[config.mk]
export PLATFORM = sky130hd
export DESIGN_NAME = acqs_ctrl
export DESIGN_NICKNAME = d
export VERILOG_FILES = /design/src/acqs_pkg.sv /design/src/acqs_fifo.sv /design/src/acqs_ctrl.sv
export VERILOG_INCLUDE_DIRS = /design/src
export SDC_FILE = /design/constraint.sdc
export NUM_CORES = 2
export LEC_CHECK = 0
export BUFFER_PORTS_ARGS = -buffer_cell sky130_fd_sc_hd__buf_2
export CORE_AREA = 8 8 804 488
export CTS_CLUSTER_SIZE = 24
export DETAILED_ROUTE_END_ITERATION = 12
export DIE_AREA = 0 0 812 496
export GPL_TIMING_DRIVEN = 0
export MAX_ROUTING_LAYER = met4
export PLACE_DENSITY = 0.45
export SLEW_MARGIN = 40
export SYNTH_ARGS = -nofsm -noshare
export SYNTH_HDL_FRONTEND = slang
export SYNTH_SLANG_ARGS = --single-unit
[constraint.sdc]
create_clock -name pclk -period 5.66 [get_ports pclk]
set_clock_uncertainty 0.2 [all_clocks]
set_input_delay 1.132 -clock pclk [delete_from_list [all_inputs] [get_ports pclk]]
set_output_delay 1.132 -clock pclk [all_outputs]
set_load 0.02 [all_outputs]
[src/acqs_regs.svh]
// Register offsets, field positions, reset values and clock rates of the acquisition block
`ifndef ACQS_REGS_SVH
`define ACQS_REGS_SVH

`define ACQS_ADDR_W 8
`define ACQS_OFF_CTRL 8'h00
`define ACQS_OFF_STATUS 8'h04
`define ACQS_OFF_RECLEN 8'h08
`define ACQS_OFF_PKTLEN 8'h0c
`define ACQS_OFF_DECIM 8'h10
`define ACQS_OFF_RECNUM 8'h14
`define ACQS_OFF_TSLO 8'h18
`define ACQS_OFF_OVFCNT 8'h1c
`define ACQS_OFF_NCO_BASE 8'h40
`define ACQS_NCO_STRIDE 8'h08

// Control fields
`define ACQS_CTRL_START 0
`define ACQS_CTRL_STOP 1
`define ACQS_CTRL_TRIGD 2
`define ACQS_CTRL_LOCK 3
`define ACQS_CTRL_ARM_SYNC 4
`define ACQS_CTRL_TRIG_AS_SYNC 5
`define ACQS_CTRL_REF_INT 6

// Status fields
`define ACQS_ST_RUN 0
`define ACQS_ST_WAIT_SYNC 1
`define ACQS_ST_SYNCED 2
`define ACQS_ST_CAPT 3
`define ACQS_ST_FULL 4

// Reset values
`define ACQS_RECLEN_RST 32'h0000_0400
`define ACQS_PKTLEN_RST 32'h0000_0100
`define ACQS_DECIM_RST 32'h0000_0000

// Reference clock rate and sampling clock rate
`define ACQS_REF_HZ 10000000
`define ACQS_CLK_HZ 250000000

`endif

[src/acqs_pkg.sv]
// Types shared by the acquisition block
package acqs_pkg;
	typedef enum logic [3:0] {
		ACQS_IDLE = 4'b0001,
		ACQS_WAIT_TRIG = 4'b0010,
		ACQS_HEADER = 4'b0100,
		ACQS_CAPTURE = 4'b1000
	} acqs_state_t;

	typedef enum logic [1:0] {
		ACQS_W_DATA = 2'b00,
		ACQS_W_HDR_TS = 2'b01,
		ACQS_W_HDR_NUM = 2'b10
	} acqs_word_t;
endpackage : acqs_pkg

[src/acqs_fifo.sv]
// Word FIFO standing in for the deep on-board buffer between capture and host link
module acqs_fifo #(
	parameter int WIDTH = 34,
	parameter int DEPTH_LOG2 = 6
) (
	// Clock and reset
	input wire logic pclk,
	input wire logic presetn,
	// Fill side
	input wire logic in_valid,
	output logic in_ready,
	input wire logic [WIDTH-1:0] in_data,
	// Drain side
	output logic out_valid,
	input wire logic out_ready,
	output logic [WIDTH-1:0] out_data
);
	localparam int DEPTH = 1 << DEPTH_LOG2;

	logic [WIDTH-1:0] mem [DEPTH];
	logic [DEPTH_LOG2:0] wr_ptr;
	logic [DEPTH_LOG2:0] rd_ptr;
	wire do_wr = in_valid && in_ready;
	wire do_rd = out_valid && out_ready;

	// Full when pointers differ only in the wrap bit
	assign in_ready = (wr_ptr[DEPTH_LOG2] == rd_ptr[DEPTH_LOG2]) ||
		(wr_ptr[DEPTH_LOG2-1:0] != rd_ptr[DEPTH_LOG2-1:0]);
	assign out_valid = (wr_ptr != rd_ptr);
	assign out_data = mem[rd_ptr[DEPTH_LOG2-1:0]];

	// Storage write
	always_ff @(posedge pclk) begin
		if (do_wr) begin
			mem[wr_ptr[DEPTH_LOG2-1:0]] <= in_data;
		end
	end

	// Pointers
	always_ff @(posedge pclk or negedge presetn) begin
		if (!presetn) begin
			wr_ptr <= '0;
			rd_ptr <= '0;
		end else begin
			if (do_wr) wr_ptr <= wr_ptr + 1'b1;
			if (do_rd) rd_ptr <= rd_ptr + 1'b1;
		end
	end
endmodule : acqs_fifo

[src/acqs_ctrl.sv]
// Acquisition control: streaming modes, record headers, sync strobe, oscillator setup
//
// How it works
// - continuous mode streams every sample from the first accepted trigger until software stop.
// - triggered mode captures one record of configured length per accepted trigger.
// - each triggered record starts with header words: trigger time-stamp, record number.
// - output words pass a first-in first-out buffer before the host link.
// - decimation is a power of two, stored as an exponent; only channel 0 is writable.
// - each I or Q sample occupies two bytes of the output word.
// - oscillators lock to a 10 MHz reference, external or internal.
// - when armed, oscillators align on the first reference edge after the strobe.
// - the same strobe event clears the time-stamp counter.
// - a control bit lets the trigger input serve as sync strobe.
// - each channel has its own oscillator frequency and phase registers.
// - both modes start acquiring only at a trigger, not on arming.
// - with locking in use, triggers are ignored until sync completes.
// - output is cut into packets of a programmed size, back to back.
`include "acqs_regs.svh"
module acqs_ctrl
	import acqs_pkg::*;
#(
	parameter int NCH = 4,
	parameter int FIFO_LOG2 = 6
) (
	// APB slave
	input wire logic pclk,
	input wire logic presetn,
	input wire logic psel,
	input wire logic penable,
	input wire logic pwrite,
	input wire logic [7:0] paddr,
	input wire logic [31:0] pwdata,
	output logic [31:0] prdata,
	output logic pready,
	output logic pslverr,
	// External pins
	input wire logic trig_in,
	input wire logic sync_in,
	input wire logic ref_ext,
	// Sample stream from the down-converter chain, I and Q of one channel
	input wire logic smp_valid,
	input wire logic [15:0] smp_i,
	input wire logic [15:0] smp_q,
	// Oscillator controls
	output logic [NCH*32-1:0] nco_freq,
	output logic [NCH*32-1:0] nco_phase,
	output logic [NCH*5-1:0] decim_log2,
	output logic nco_align,
	output logic ref_sel_int,
	// Host link stream
	output logic host_valid,
	input wire logic host_ready,
	output logic [31:0] host_data,
	output logic host_hdr,
	output logic host_last
);
	localparam int REF_DIV = `ACQS_CLK_HZ / `ACQS_REF_HZ;
	localparam int REF_HALF = REF_DIV / 2;

	// Returns 1 when the address selects a given offset
	function automatic logic hit(input logic [7:0] a, input logic [7:0] off);
		return a == off;
	endfunction : hit

	//////////////////////////////////////////////////////////////////////////
	// Pin synchronisers
	logic [1:0] trig_sy;
	logic [1:0] sync_sy;
	logic [1:0] ref_sy;
	logic trig_d;
	logic sync_d;
	logic ref_d;
	logic ref_now;
	logic int_ref;
	logic [7:0] int_ref_cnt;

	// Two flops per pin, then a delayed copy for edges
	always_ff @(posedge pclk or negedge presetn) begin
		if (!presetn) begin
			trig_sy <= 2'h0;
			sync_sy <= 2'h0;
			ref_sy <= 2'h0;
			trig_d <= 1'b0;
			sync_d <= 1'b0;
			ref_d <= 1'b0;
		end else begin
			trig_sy <= {trig_sy[0], trig_in};
			sync_sy <= {sync_sy[0], sync_in};
			ref_sy <= {ref_sy[0], ref_ext};
			trig_d <= trig_sy[1];
			sync_d <= sync_sy[1];
			ref_d <= ref_now;
		end
	end

	// Internal 10 MHz reference from the sampling clock
	always_ff @(posedge pclk or negedge presetn) begin
		if (!presetn) begin
			int_ref_cnt <= 8'h00;
			int_ref <= 1'b0;
		end else begin
			// Full divide keeps the period exact even for an odd ratio
			int_ref_cnt <= (int_ref_cnt == 8'(REF_DIV - 1)) ? 8'h00 : int_ref_cnt + 8'h01;
			int_ref <= (int_ref_cnt < 8'(REF_HALF));
		end
	end

	//////////////////////////////////////////////////////////////////////////
	// Registers
	logic [6:0] ctrl;
	logic [31:0] rec_len;
	logic [31:0] pkt_len;
	logic [31:0] ts;
	logic [31:0] rec_num;
	logic [31:0] ovf_cnt;
	logic synced;
	logic wait_sync;
	acqs_state_t state;

	wire wr_en = psel && penable && pwrite;
	wire [7:0] nco_rel = paddr - `ACQS_OFF_NCO_BASE;
	wire nco_hit = (paddr >= `ACQS_OFF_NCO_BASE) &&
		(nco_rel < 8'(NCH * 8)) && (paddr[1:0] == 2'b00);
	wire [2:0] nco_ch = nco_rel[5:3];
	wire nco_is_ph = nco_rel[2];
	wire [2:0] dec_ch = paddr[4:2];
	wire mapped = hit(paddr, `ACQS_OFF_CTRL) || hit(paddr, `ACQS_OFF_STATUS) ||
		hit(paddr, `ACQS_OFF_RECLEN) || hit(paddr, `ACQS_OFF_PKTLEN) ||
		hit(paddr, `ACQS_OFF_DECIM) || hit(paddr, `ACQS_OFF_RECNUM) ||
		hit(paddr, `ACQS_OFF_TSLO) || hit(paddr, `ACQS_OFF_OVFCNT) || nco_hit;
	wire start_cmd = wr_en && hit(paddr, `ACQS_OFF_CTRL) && pwdata[`ACQS_CTRL_START];
	wire stop_cmd = wr_en && hit(paddr, `ACQS_OFF_CTRL) && pwdata[`ACQS_CTRL_STOP];
	wire arm_cmd = wr_en && hit(paddr, `ACQS_OFF_CTRL) && pwdata[`ACQS_CTRL_ARM_SYNC];

	// Strobe selection and edges
	assign ref_now = ctrl[`ACQS_CTRL_REF_INT] ? int_ref : ref_sy[1];
	wire ref_rise = ref_now && !ref_d;
	wire strobe_lvl = ctrl[`ACQS_CTRL_TRIG_AS_SYNC] ? trig_sy[1] : sync_sy[1];
	wire strobe_prev = ctrl[`ACQS_CTRL_TRIG_AS_SYNC] ? trig_d : sync_d;
	wire strobe_rise = strobe_lvl && !strobe_prev;
	logic strobe_seen;
	wire align_now = wait_sync && (strobe_seen || strobe_rise) && ref_rise;
	wire trig_rise = trig_sy[1] && !trig_d;
	// With the lock bit set, triggers blocked until sync done; the strobe trigger is not a start trigger
	wire trig_ok = trig_rise && (!ctrl[`ACQS_CTRL_LOCK] || synced) &&
		!(wait_sync && ctrl[`ACQS_CTRL_TRIG_AS_SYNC]);

	// Control, lengths, oscillator and decimation registers
	always_ff @(posedge pclk or negedge presetn) begin
		if (!presetn) begin
			ctrl <= 7'h00;
			rec_len <= `ACQS_RECLEN_RST;
			pkt_len <= `ACQS_PKTLEN_RST;
			nco_freq <= '0;
			nco_phase <= '0;
			decim_log2 <= '0;
		end else if (wr_en) begin
			if (hit(paddr, `ACQS_OFF_CTRL)) ctrl <= {pwdata[6:2], 2'b00};
			if (hit(paddr, `ACQS_OFF_RECLEN) && pwdata != 32'h0) rec_len <= pwdata;
			if (hit(paddr, `ACQS_OFF_PKTLEN) && pwdata != 32'h0) pkt_len <= pwdata;
			if (hit(paddr, `ACQS_OFF_DECIM)) begin // Channel 0 only
				decim_log2[dec_ch[1:0]*5 +: 5] <= pwdata[4:0];
			end
			if (nco_hit && !nco_is_ph) nco_freq[nco_ch*32 +: 32] <= pwdata;
			if (nco_hit && nco_is_ph) nco_phase[nco_ch*32 +: 32] <= pwdata;
		end
	end

	// Sync arming, alignment pulse and time-stamp
	always_ff @(posedge pclk or negedge presetn) begin
		if (!presetn) begin
			wait_sync <= 1'b0;
			strobe_seen <= 1'b0;
			synced <= 1'b0;
			nco_align <= 1'b0;
			ts <= 32'h0;
		end else begin
			nco_align <= align_now;
			if (align_now) begin
				// A new arm in the same cycle wins over the clear
				wait_sync <= arm_cmd;
				strobe_seen <= 1'b0;
				synced <= !arm_cmd;
			end else begin
				if (arm_cmd) begin
					wait_sync <= 1'b1;
					synced <= 1'b0;
				end
				if (wait_sync && strobe_rise) strobe_seen <= 1'b1;
			end
			ts <= align_now ? 32'h0 : ts + 32'h1;
		end
	end

	//////////////////////////////////////////////////////////////////////////
	// Capture state machine
	logic [31:0] smp_cnt;
	logic [31:0] pkt_cnt;
	logic [31:0] trig_ts;
	acqs_word_t hdr_word;
	logic f_valid;
	logic f_ready;
	logic [31:0] f_data;
	logic f_hdr;
	logic f_full;
	wire triggered = ctrl[`ACQS_CTRL_TRIGD];
	wire take_smp = (state == ACQS_CAPTURE) && smp_valid;
	wire rec_end = triggered && take_smp && (smp_cnt == rec_len - 32'h1);

	// Buffer input: header words take precedence, samples packed I low, Q high
	assign f_valid = (state == ACQS_HEADER) || take_smp;
	assign f_hdr = (state == ACQS_HEADER);
	assign f_data = (hdr_word == ACQS_W_HDR_TS) ? trig_ts :
		(hdr_word == ACQS_W_HDR_NUM) ? rec_num : {smp_q, smp_i};

	// Sequencing of modes
	always_ff @(posedge pclk or negedge presetn) begin
		if (!presetn) begin
			state <= ACQS_IDLE;
			smp_cnt <= 32'h0;
			rec_num <= 32'h0;
			trig_ts <= 32'h0;
			hdr_word <= ACQS_W_DATA;
			ovf_cnt <= 32'h0;
		end else begin
			if (take_smp && !f_ready) ovf_cnt <= ovf_cnt + 32'h1;
			if (align_now) rec_num <= 32'h0;
			unique case (state)
				ACQS_IDLE: begin
					if (start_cmd) begin
						state <= ACQS_WAIT_TRIG;
						rec_num <= 32'h0;
					end
				end
				ACQS_WAIT_TRIG: begin
					if (stop_cmd) begin
						state <= ACQS_IDLE;
					end else if (trig_ok) begin
						trig_ts <= ts;
						smp_cnt <= 32'h0;
						if (triggered) begin
							state <= ACQS_HEADER;
							hdr_word <= ACQS_W_HDR_TS;
						end else begin
							state <= ACQS_CAPTURE;
						end
					end
				end
				ACQS_HEADER: begin
					if (f_ready) begin
						if (hdr_word == ACQS_W_HDR_TS) begin
							hdr_word <= ACQS_W_HDR_NUM;
						end else begin
							hdr_word <= ACQS_W_DATA;
							state <= ACQS_CAPTURE;
						end
					end
				end
				ACQS_CAPTURE: begin
					if (take_smp) smp_cnt <= smp_cnt + 32'h1;
					if (rec_end) begin
						rec_num <= rec_num + 32'h1;
						state <= stop_cmd ? ACQS_IDLE : ACQS_WAIT_TRIG;
					end else if (stop_cmd) begin
						state <= ACQS_IDLE;
					end
				end
			endcase
		end
	end

	//////////////////////////////////////////////////////////////////////////
	// Buffer toward the host link
	logic b_valid;
	logic b_ready;
	logic [33:0] b_data;
	wire out_take = host_valid && host_ready;
	assign b_ready = !host_valid || host_ready;

	acqs_fifo #(
		.WIDTH(34),
		.DEPTH_LOG2(FIFO_LOG2)
	) u_buf (
		.pclk(pclk),
		.presetn(presetn),
		.in_valid(f_valid),
		.in_ready(f_ready),
		.in_data({f_hdr, 1'b0, f_data}),
		.out_valid(b_valid),
		.out_ready(b_ready),
		.out_data(b_data)
	);

	// Output register with packet framing
	always_ff @(posedge pclk or negedge presetn) begin
		if (!presetn) begin
			host_valid <= 1'b0;
			host_data <= 32'h0;
			host_hdr <= 1'b0;
			host_last <= 1'b0;
			pkt_cnt <= 32'h0;
			f_full <= 1'b0;
		end else begin
			f_full <= !f_ready;
			if (b_ready) begin
				host_valid <= b_valid;
				host_data <= b_data[31:0];
				host_hdr <= b_data[33];
				host_last <= b_valid && (pkt_cnt == pkt_len - 32'h1);
				if (b_valid) begin
					pkt_cnt <= (pkt_cnt == pkt_len - 32'h1) ? 32'h0 : pkt_cnt + 32'h1;
				end
			end else if (out_take) begin
				host_valid <= 1'b0;
			end
		end
	end

	//////////////////////////////////////////////////////////////////////////
	// APB read path
	wire [31:0] status_w = {27'h0, f_full, state == ACQS_CAPTURE, synced, wait_sync,
		state != ACQS_IDLE};
	wire [31:0] rd_mux = hit(paddr, `ACQS_OFF_CTRL) ? {25'h0, ctrl} :
		hit(paddr, `ACQS_OFF_STATUS) ? status_w :
		hit(paddr, `ACQS_OFF_RECLEN) ? rec_len :
		hit(paddr, `ACQS_OFF_PKTLEN) ? pkt_len :
		hit(paddr, `ACQS_OFF_DECIM) ? {12'h0, decim_log2} :
		hit(paddr, `ACQS_OFF_RECNUM) ? rec_num :
		hit(paddr, `ACQS_OFF_TSLO) ? ts :
		hit(paddr, `ACQS_OFF_OVFCNT) ? ovf_cnt :
		(nco_hit && !nco_is_ph) ? nco_freq[nco_ch*32 +: 32] :
		nco_hit ? nco_phase[nco_ch*32 +: 32] : 32'h0;

	// Zero-wait answer, registered read data and error flag
	always_ff @(posedge pclk or negedge presetn) begin
		if (!presetn) begin
			prdata <= 32'h0;
			pready <= 1'b0;
			pslverr <= 1'b0;
			ref_sel_int <= 1'b0;
		end else begin
			ref_sel_int <= ctrl[`ACQS_CTRL_REF_INT];
			pready <= psel && !penable;
			pslverr <= psel && !penable && !mapped;
			if (psel && !penable && !pwrite) prdata <= rd_mux;
		end
	end
endmodule : acqs_ctrl

==> results.py <==
metrics = {
    "outcome": {
        "outcome": "finished clean",
    },
    "sta": {
        "fmax_ghz": 0.182,
        "slew-limit-headroom": 0.359,
        "grt_setup_unrepaired": "no",
        "timing.final.crit_period_ps": 5500,
        "final_critical_path_setup_slack_ps": 156,
        "max_slew.worst_pin.slew_ps": 954,
        "whs_ps": 144,
        "report.final.setup_viol": 0,
        "period_share": 0.972,
        "hold_viol_final": 0,
        "slew_violations": 0,
    },
    "final_layout": {
        "mostFrequentLayoutCell": "sky130_fd_sc_hd__edfxtp_1",
        "drive_gt1_frac": 0.308,
        "layout-area-overhead-vs-synth_pct": 22.0,
        "nets": 7615,
        "most-common-layout-cells": "sky130_fd_sc_hd__edfxtp_1, sky130_fd_sc_hd__mux4_2, sky130_fd_sc_hd__dfrtp_1, sky130_fd_sc_hd__nand2_1, sky130_fd_sc_hd__buf_2",
        "finalNonFillerCells": 12900,
        "design_area_sq_mm": 0.139,
        "number_of_filler_cells_placed_in_the_layout": 35400,
    },
    "min_path": {
        "worstHoldPathCells": 1,
        "hp-class": "in -> reg",
        "holdCritStartpoint": "trig_in",
        "worst_hold_path.endpoint": "trig_sy[0]",
    },
    "clocking": {
        "clock-root-buffer": "sky130_fd_sc_hd__clkbuf_16",
        "tritoncts_clock_tree": "built",
        "cts.htree.levels": 5,
        "clk_pin_slew_ps": 60,
        "cts_made_buffers": 287,
        "cts.path.max_buffers": 4,
        "clock_latency_ps": 910,
        "cts.sink_count": 2762,
    },
    "grt": {
        "global_route.usage.total": 0.213,
        "grt_pass1_vias": 67200,
        "grt_pass1_wl_microns": 582000,
        "grt_overflow_total": 0,
        "grt_start_max_net_pins": 95,
        "grt_antenna_before_repair": 73,
    },
    "setup_path": {
        "cp_max_fo": 12,
        "cell_with_the_largest_stage_delay_on_the_worst_path": "sky130_fd_sc_hd__or3_1",
        "library_cell_appearing_most_often_on_the_critical_path": "sky130_fd_sc_hd__buf_16",
        "startpoint_type": "flop",
        "critPathKind": "reg -> reg",
        "required_ps": 6010,
        "end_kind": "flop",
        "reg2reg_slack_ps": 160,
        "reg2reg_from": "u_buf.rd_ptr[3]",
        "cpLargestDelayFamily": "simple AND/OR/NAND/NOR gates",
        "crit_path_largest_cell_delay_ps": 620,
        "arrival_ps": 5860,
        "worstPathBufferInverterCount": 7,
        "worstRegToRegCells": 14,
        "critical_path.cell_chain": "clkbuf_2, buf_16, xnor2_1, nand4_1, or3_1, inv_1, a21oi_2, and2_1, clkbuf_1, nand3_2, nor2_4, buf_16, buf_16, buf_8",
        "crit-reg2reg-capture": "u_buf.mem[15][3]",
    },
    "yosys": {
        "synthesis.area_per_instance_sq_um": 17.5,
        "synth_compound_area_frac": 0.0399,
        "syn_nets": 6606,
        "synth_cells": 6503,
        "postSynthRegisterBits": 2762,
        "yosys.area_share.xor_xnor": 0.0156,
        "synth_mux_area_frac": 0.169,
        "synth_simple_gate_area_share": 0.0563,
        "ys_warn_count": 0,
        "number_of_enable_type_register_cells_in_the_synthesized_netlist": 2112,
        "main_combinational_cell_family_by_area_after_synthesis": "multiplexers",
        "dominantRegCellSynth": "sky130_fd_sc_hd__edfxtp_1",
        "asyncSetResetFlopFracSynth": 0.235,
        "netlist_area_sq_mm": 0.114,
        "post_synth_num_cell_types": 81,
        "synth_adder_area_share": 0.00231,
        "synth.yosys.seq_area_share": 0.702,
    },
    "placed_design": {
        "detailedPlace.worstSlack_ps": -1760,
        "buffer_ports.inserted": 417,
        "dp_hpwl_microns": 326000,
        "numPlacedInstances": 12300,
        "placed_area_sq_mm": 0.129,
        "gpl.final_weighted_congestion": 0.960,
    },
    "drt": {
        "initialDrtViolationCount": 8776,
        "num_vias": 69300,
        "vias_per_cell": 5.38,
        "drtAntennaViolNets": 0,
        "remaining_drc_errors": 0,
        "finalWirelength_microns": 426000,
        "firstDrtPassIters": 6,
        "route.detailed.wl_per_inst_microns": 33.1,
    },
    "floorplanning": {
        "io_pins": 429,
        "die_w_microns": 812,
        "rows": 176,
        "start_util": 0.298,
        "floorplan.die_area_sq_mm": 0.403,
        "design.core.area_sq_mm": 0.381,
        "dieHeight_microns": 496,
    },
    "power": {
        "static-leakage-power_uw": 0.0485,
        "power-per-cell-area_mw_per_mm2": 424,
        "total_power_uw": 58700,
        "peakVddDrop_mv": 0.253,
    },
    "flow_run": {
        "max_cap_violations": 0,
    },
}
[worst register-to-register path, delay by kind of cell (launching register included)]
family	cells	cell delay [ps]
AOI/OAI and AO/OA	1	610
xor gates and xnor gates	1	130
buffers and inverters	7	1610
DFF	1	360
and+or+nand+nor	5	2250
[per-stage QoR]
step	TNS, ps	utilization
final	0	0.364
after global routing	0	0.364
after CTS	0	0.363
after detailed placement	-184370	0.339
after global placement	-	0.320
after floorplan	0	-
[final cells by class]
type,count,area (sq um),area share
flip-flops and latches,2762,79700,0.575
multi-input cells,3301,33200,0.240
repair buffers,723,8160,0.0589
clock buffers,365,7710,0.0557
well taps,5073,6350,0.0458
plain buffers,402,1760,0.0127
clock inverters,145,1380,0.00998
diodes,64,160,0.00116
inverters,35,134,0.000966
[cell usage after synthesis (41+ instances only)]
cell | instances | area share
sky130_fd_sc_hd__clkbuf_1 | 285 | 0.0094
sky130_fd_sc_hd__nand3_1 | 93 | 0.0041
sky130_fd_sc_hd__or3_1 | 42 | 0.0023
sky130_fd_sc_hd__nand2_1 | 640 | 0.021
sky130_fd_sc_hd__dfrtp_1 | 647 | 0.14
sky130_fd_sc_hd__and3_1 | 41 | 0.0023
sky130_fd_sc_hd__a21oi_1 | 125 | 0.0055
sky130_fd_sc_hd__xor2_1 | 90 | 0.0069
sky130_fd_sc_hd__a211oi_1 | 44 | 0.0029
sky130_fd_sc_hd__nor3_1 | 45 | 0.0020
sky130_fd_sc_hd__mux4_2 | 757 | 0.15
sky130_fd_sc_hd__mux2_2 | 136 | 0.013
sky130_fd_sc_hd__nand4_1 | 41 | 0.0023
sky130_fd_sc_hd__mux2i_1 | 63 | 0.0056
sky130_fd_sc_hd__edfxtp_1 | 2112 | 0.56
sky130_fd_sc_hd__nor2_1 | 244 | 0.0081
sky130_fd_sc_hd__buf_1 | 110 | 0.0036
sky130_fd_sc_hd__o21ai_0 | 383 | 0.017
sky130_fd_sc_hd__xnor2_1 | 112 | 0.0086
[layer usage]
| metal | global-route usage | share of wire |
|---|---|---|
| met2 | 0.267 | 0.39 |
| met4 | 0.0438 | 0.022 |
| met1 | 0.332 | 0.49 |
| met5 | - | 0 |
| met3 | 0.0627 | 0.10 |
[flip-flops by register name, indices dropped and copies added, names as in the netlist, 5 cells and up]
| name | flops |
|---|---|
| smp_cnt | 32 |
| host_data | 32 |
| rec_len | 32 |
| ovf_cnt | 32 |
| ts | 32 |
| nco_phase | 128 |
| pkt_len | 32 |
| nco_freq | 128 |
| prdata | 32 |
| u_buf.mem | 2112 |
| u_buf.wr_ptr | 7 |
| trig_ts | 32 |
| pkt_cnt | 32 |
| decim_log2 | 20 |
| ctrl | 5 |
| int_ref_cnt | 8 |
| u_buf.rd_ptr | 7 |
| rec_num | 32 |
[report_power, final]
part           internal [uW]  leakage [uW]  total (uW)  switching, uW
logic                   6740        0.0161       16800          10000
registers              22800        0.0280       23000            262
clock network          10700       0.00445       19000           8300
total                  40200        0.0485       58700          18600
[repair_timing]
item                                   CTS  global route
setup endpoints to repair               58           106
gates resized for setup                  4             2
endpoints found under the hold margin   62             0
hold buffers                             1             0
setup buffers                            1             0
cloned                                   0             0
pin swaps                                1             0
[cell families (layout without fill, tap and decap cells)]
group | count (synthesis) | count (layout)
other cells | 0 | 64
flops | 2762 | 2762
simple gates | 1368 | 1368
fa+ha+maj | 21 | 21
buf+inv | 440 | 1670
compound gates | 754 | 754
mux | 956 | 956
xor+xnor | 202 | 202
[how the worst max path moves through the flow]
stage / start / to / slack (ps) / cells after the start
CTS: u_buf.rd_ptr[3] / u_buf.mem[17][15] / 30 / 15
global placement: presetn / host_data[10] / -12000 / 1
finish: u_buf.rd_ptr[3] / u_buf.mem[15][3] / 160 / 14
floorplan: paddr[3] / smp_cnt[22] / 490 / 15
detailed placement: paddr[3] / smp_cnt[28] / -1760 / 13
global route: pkt_len[0] / pkt_cnt[20] / 40 / 13
No activity file was read; power rests on OpenSTA's default activity.
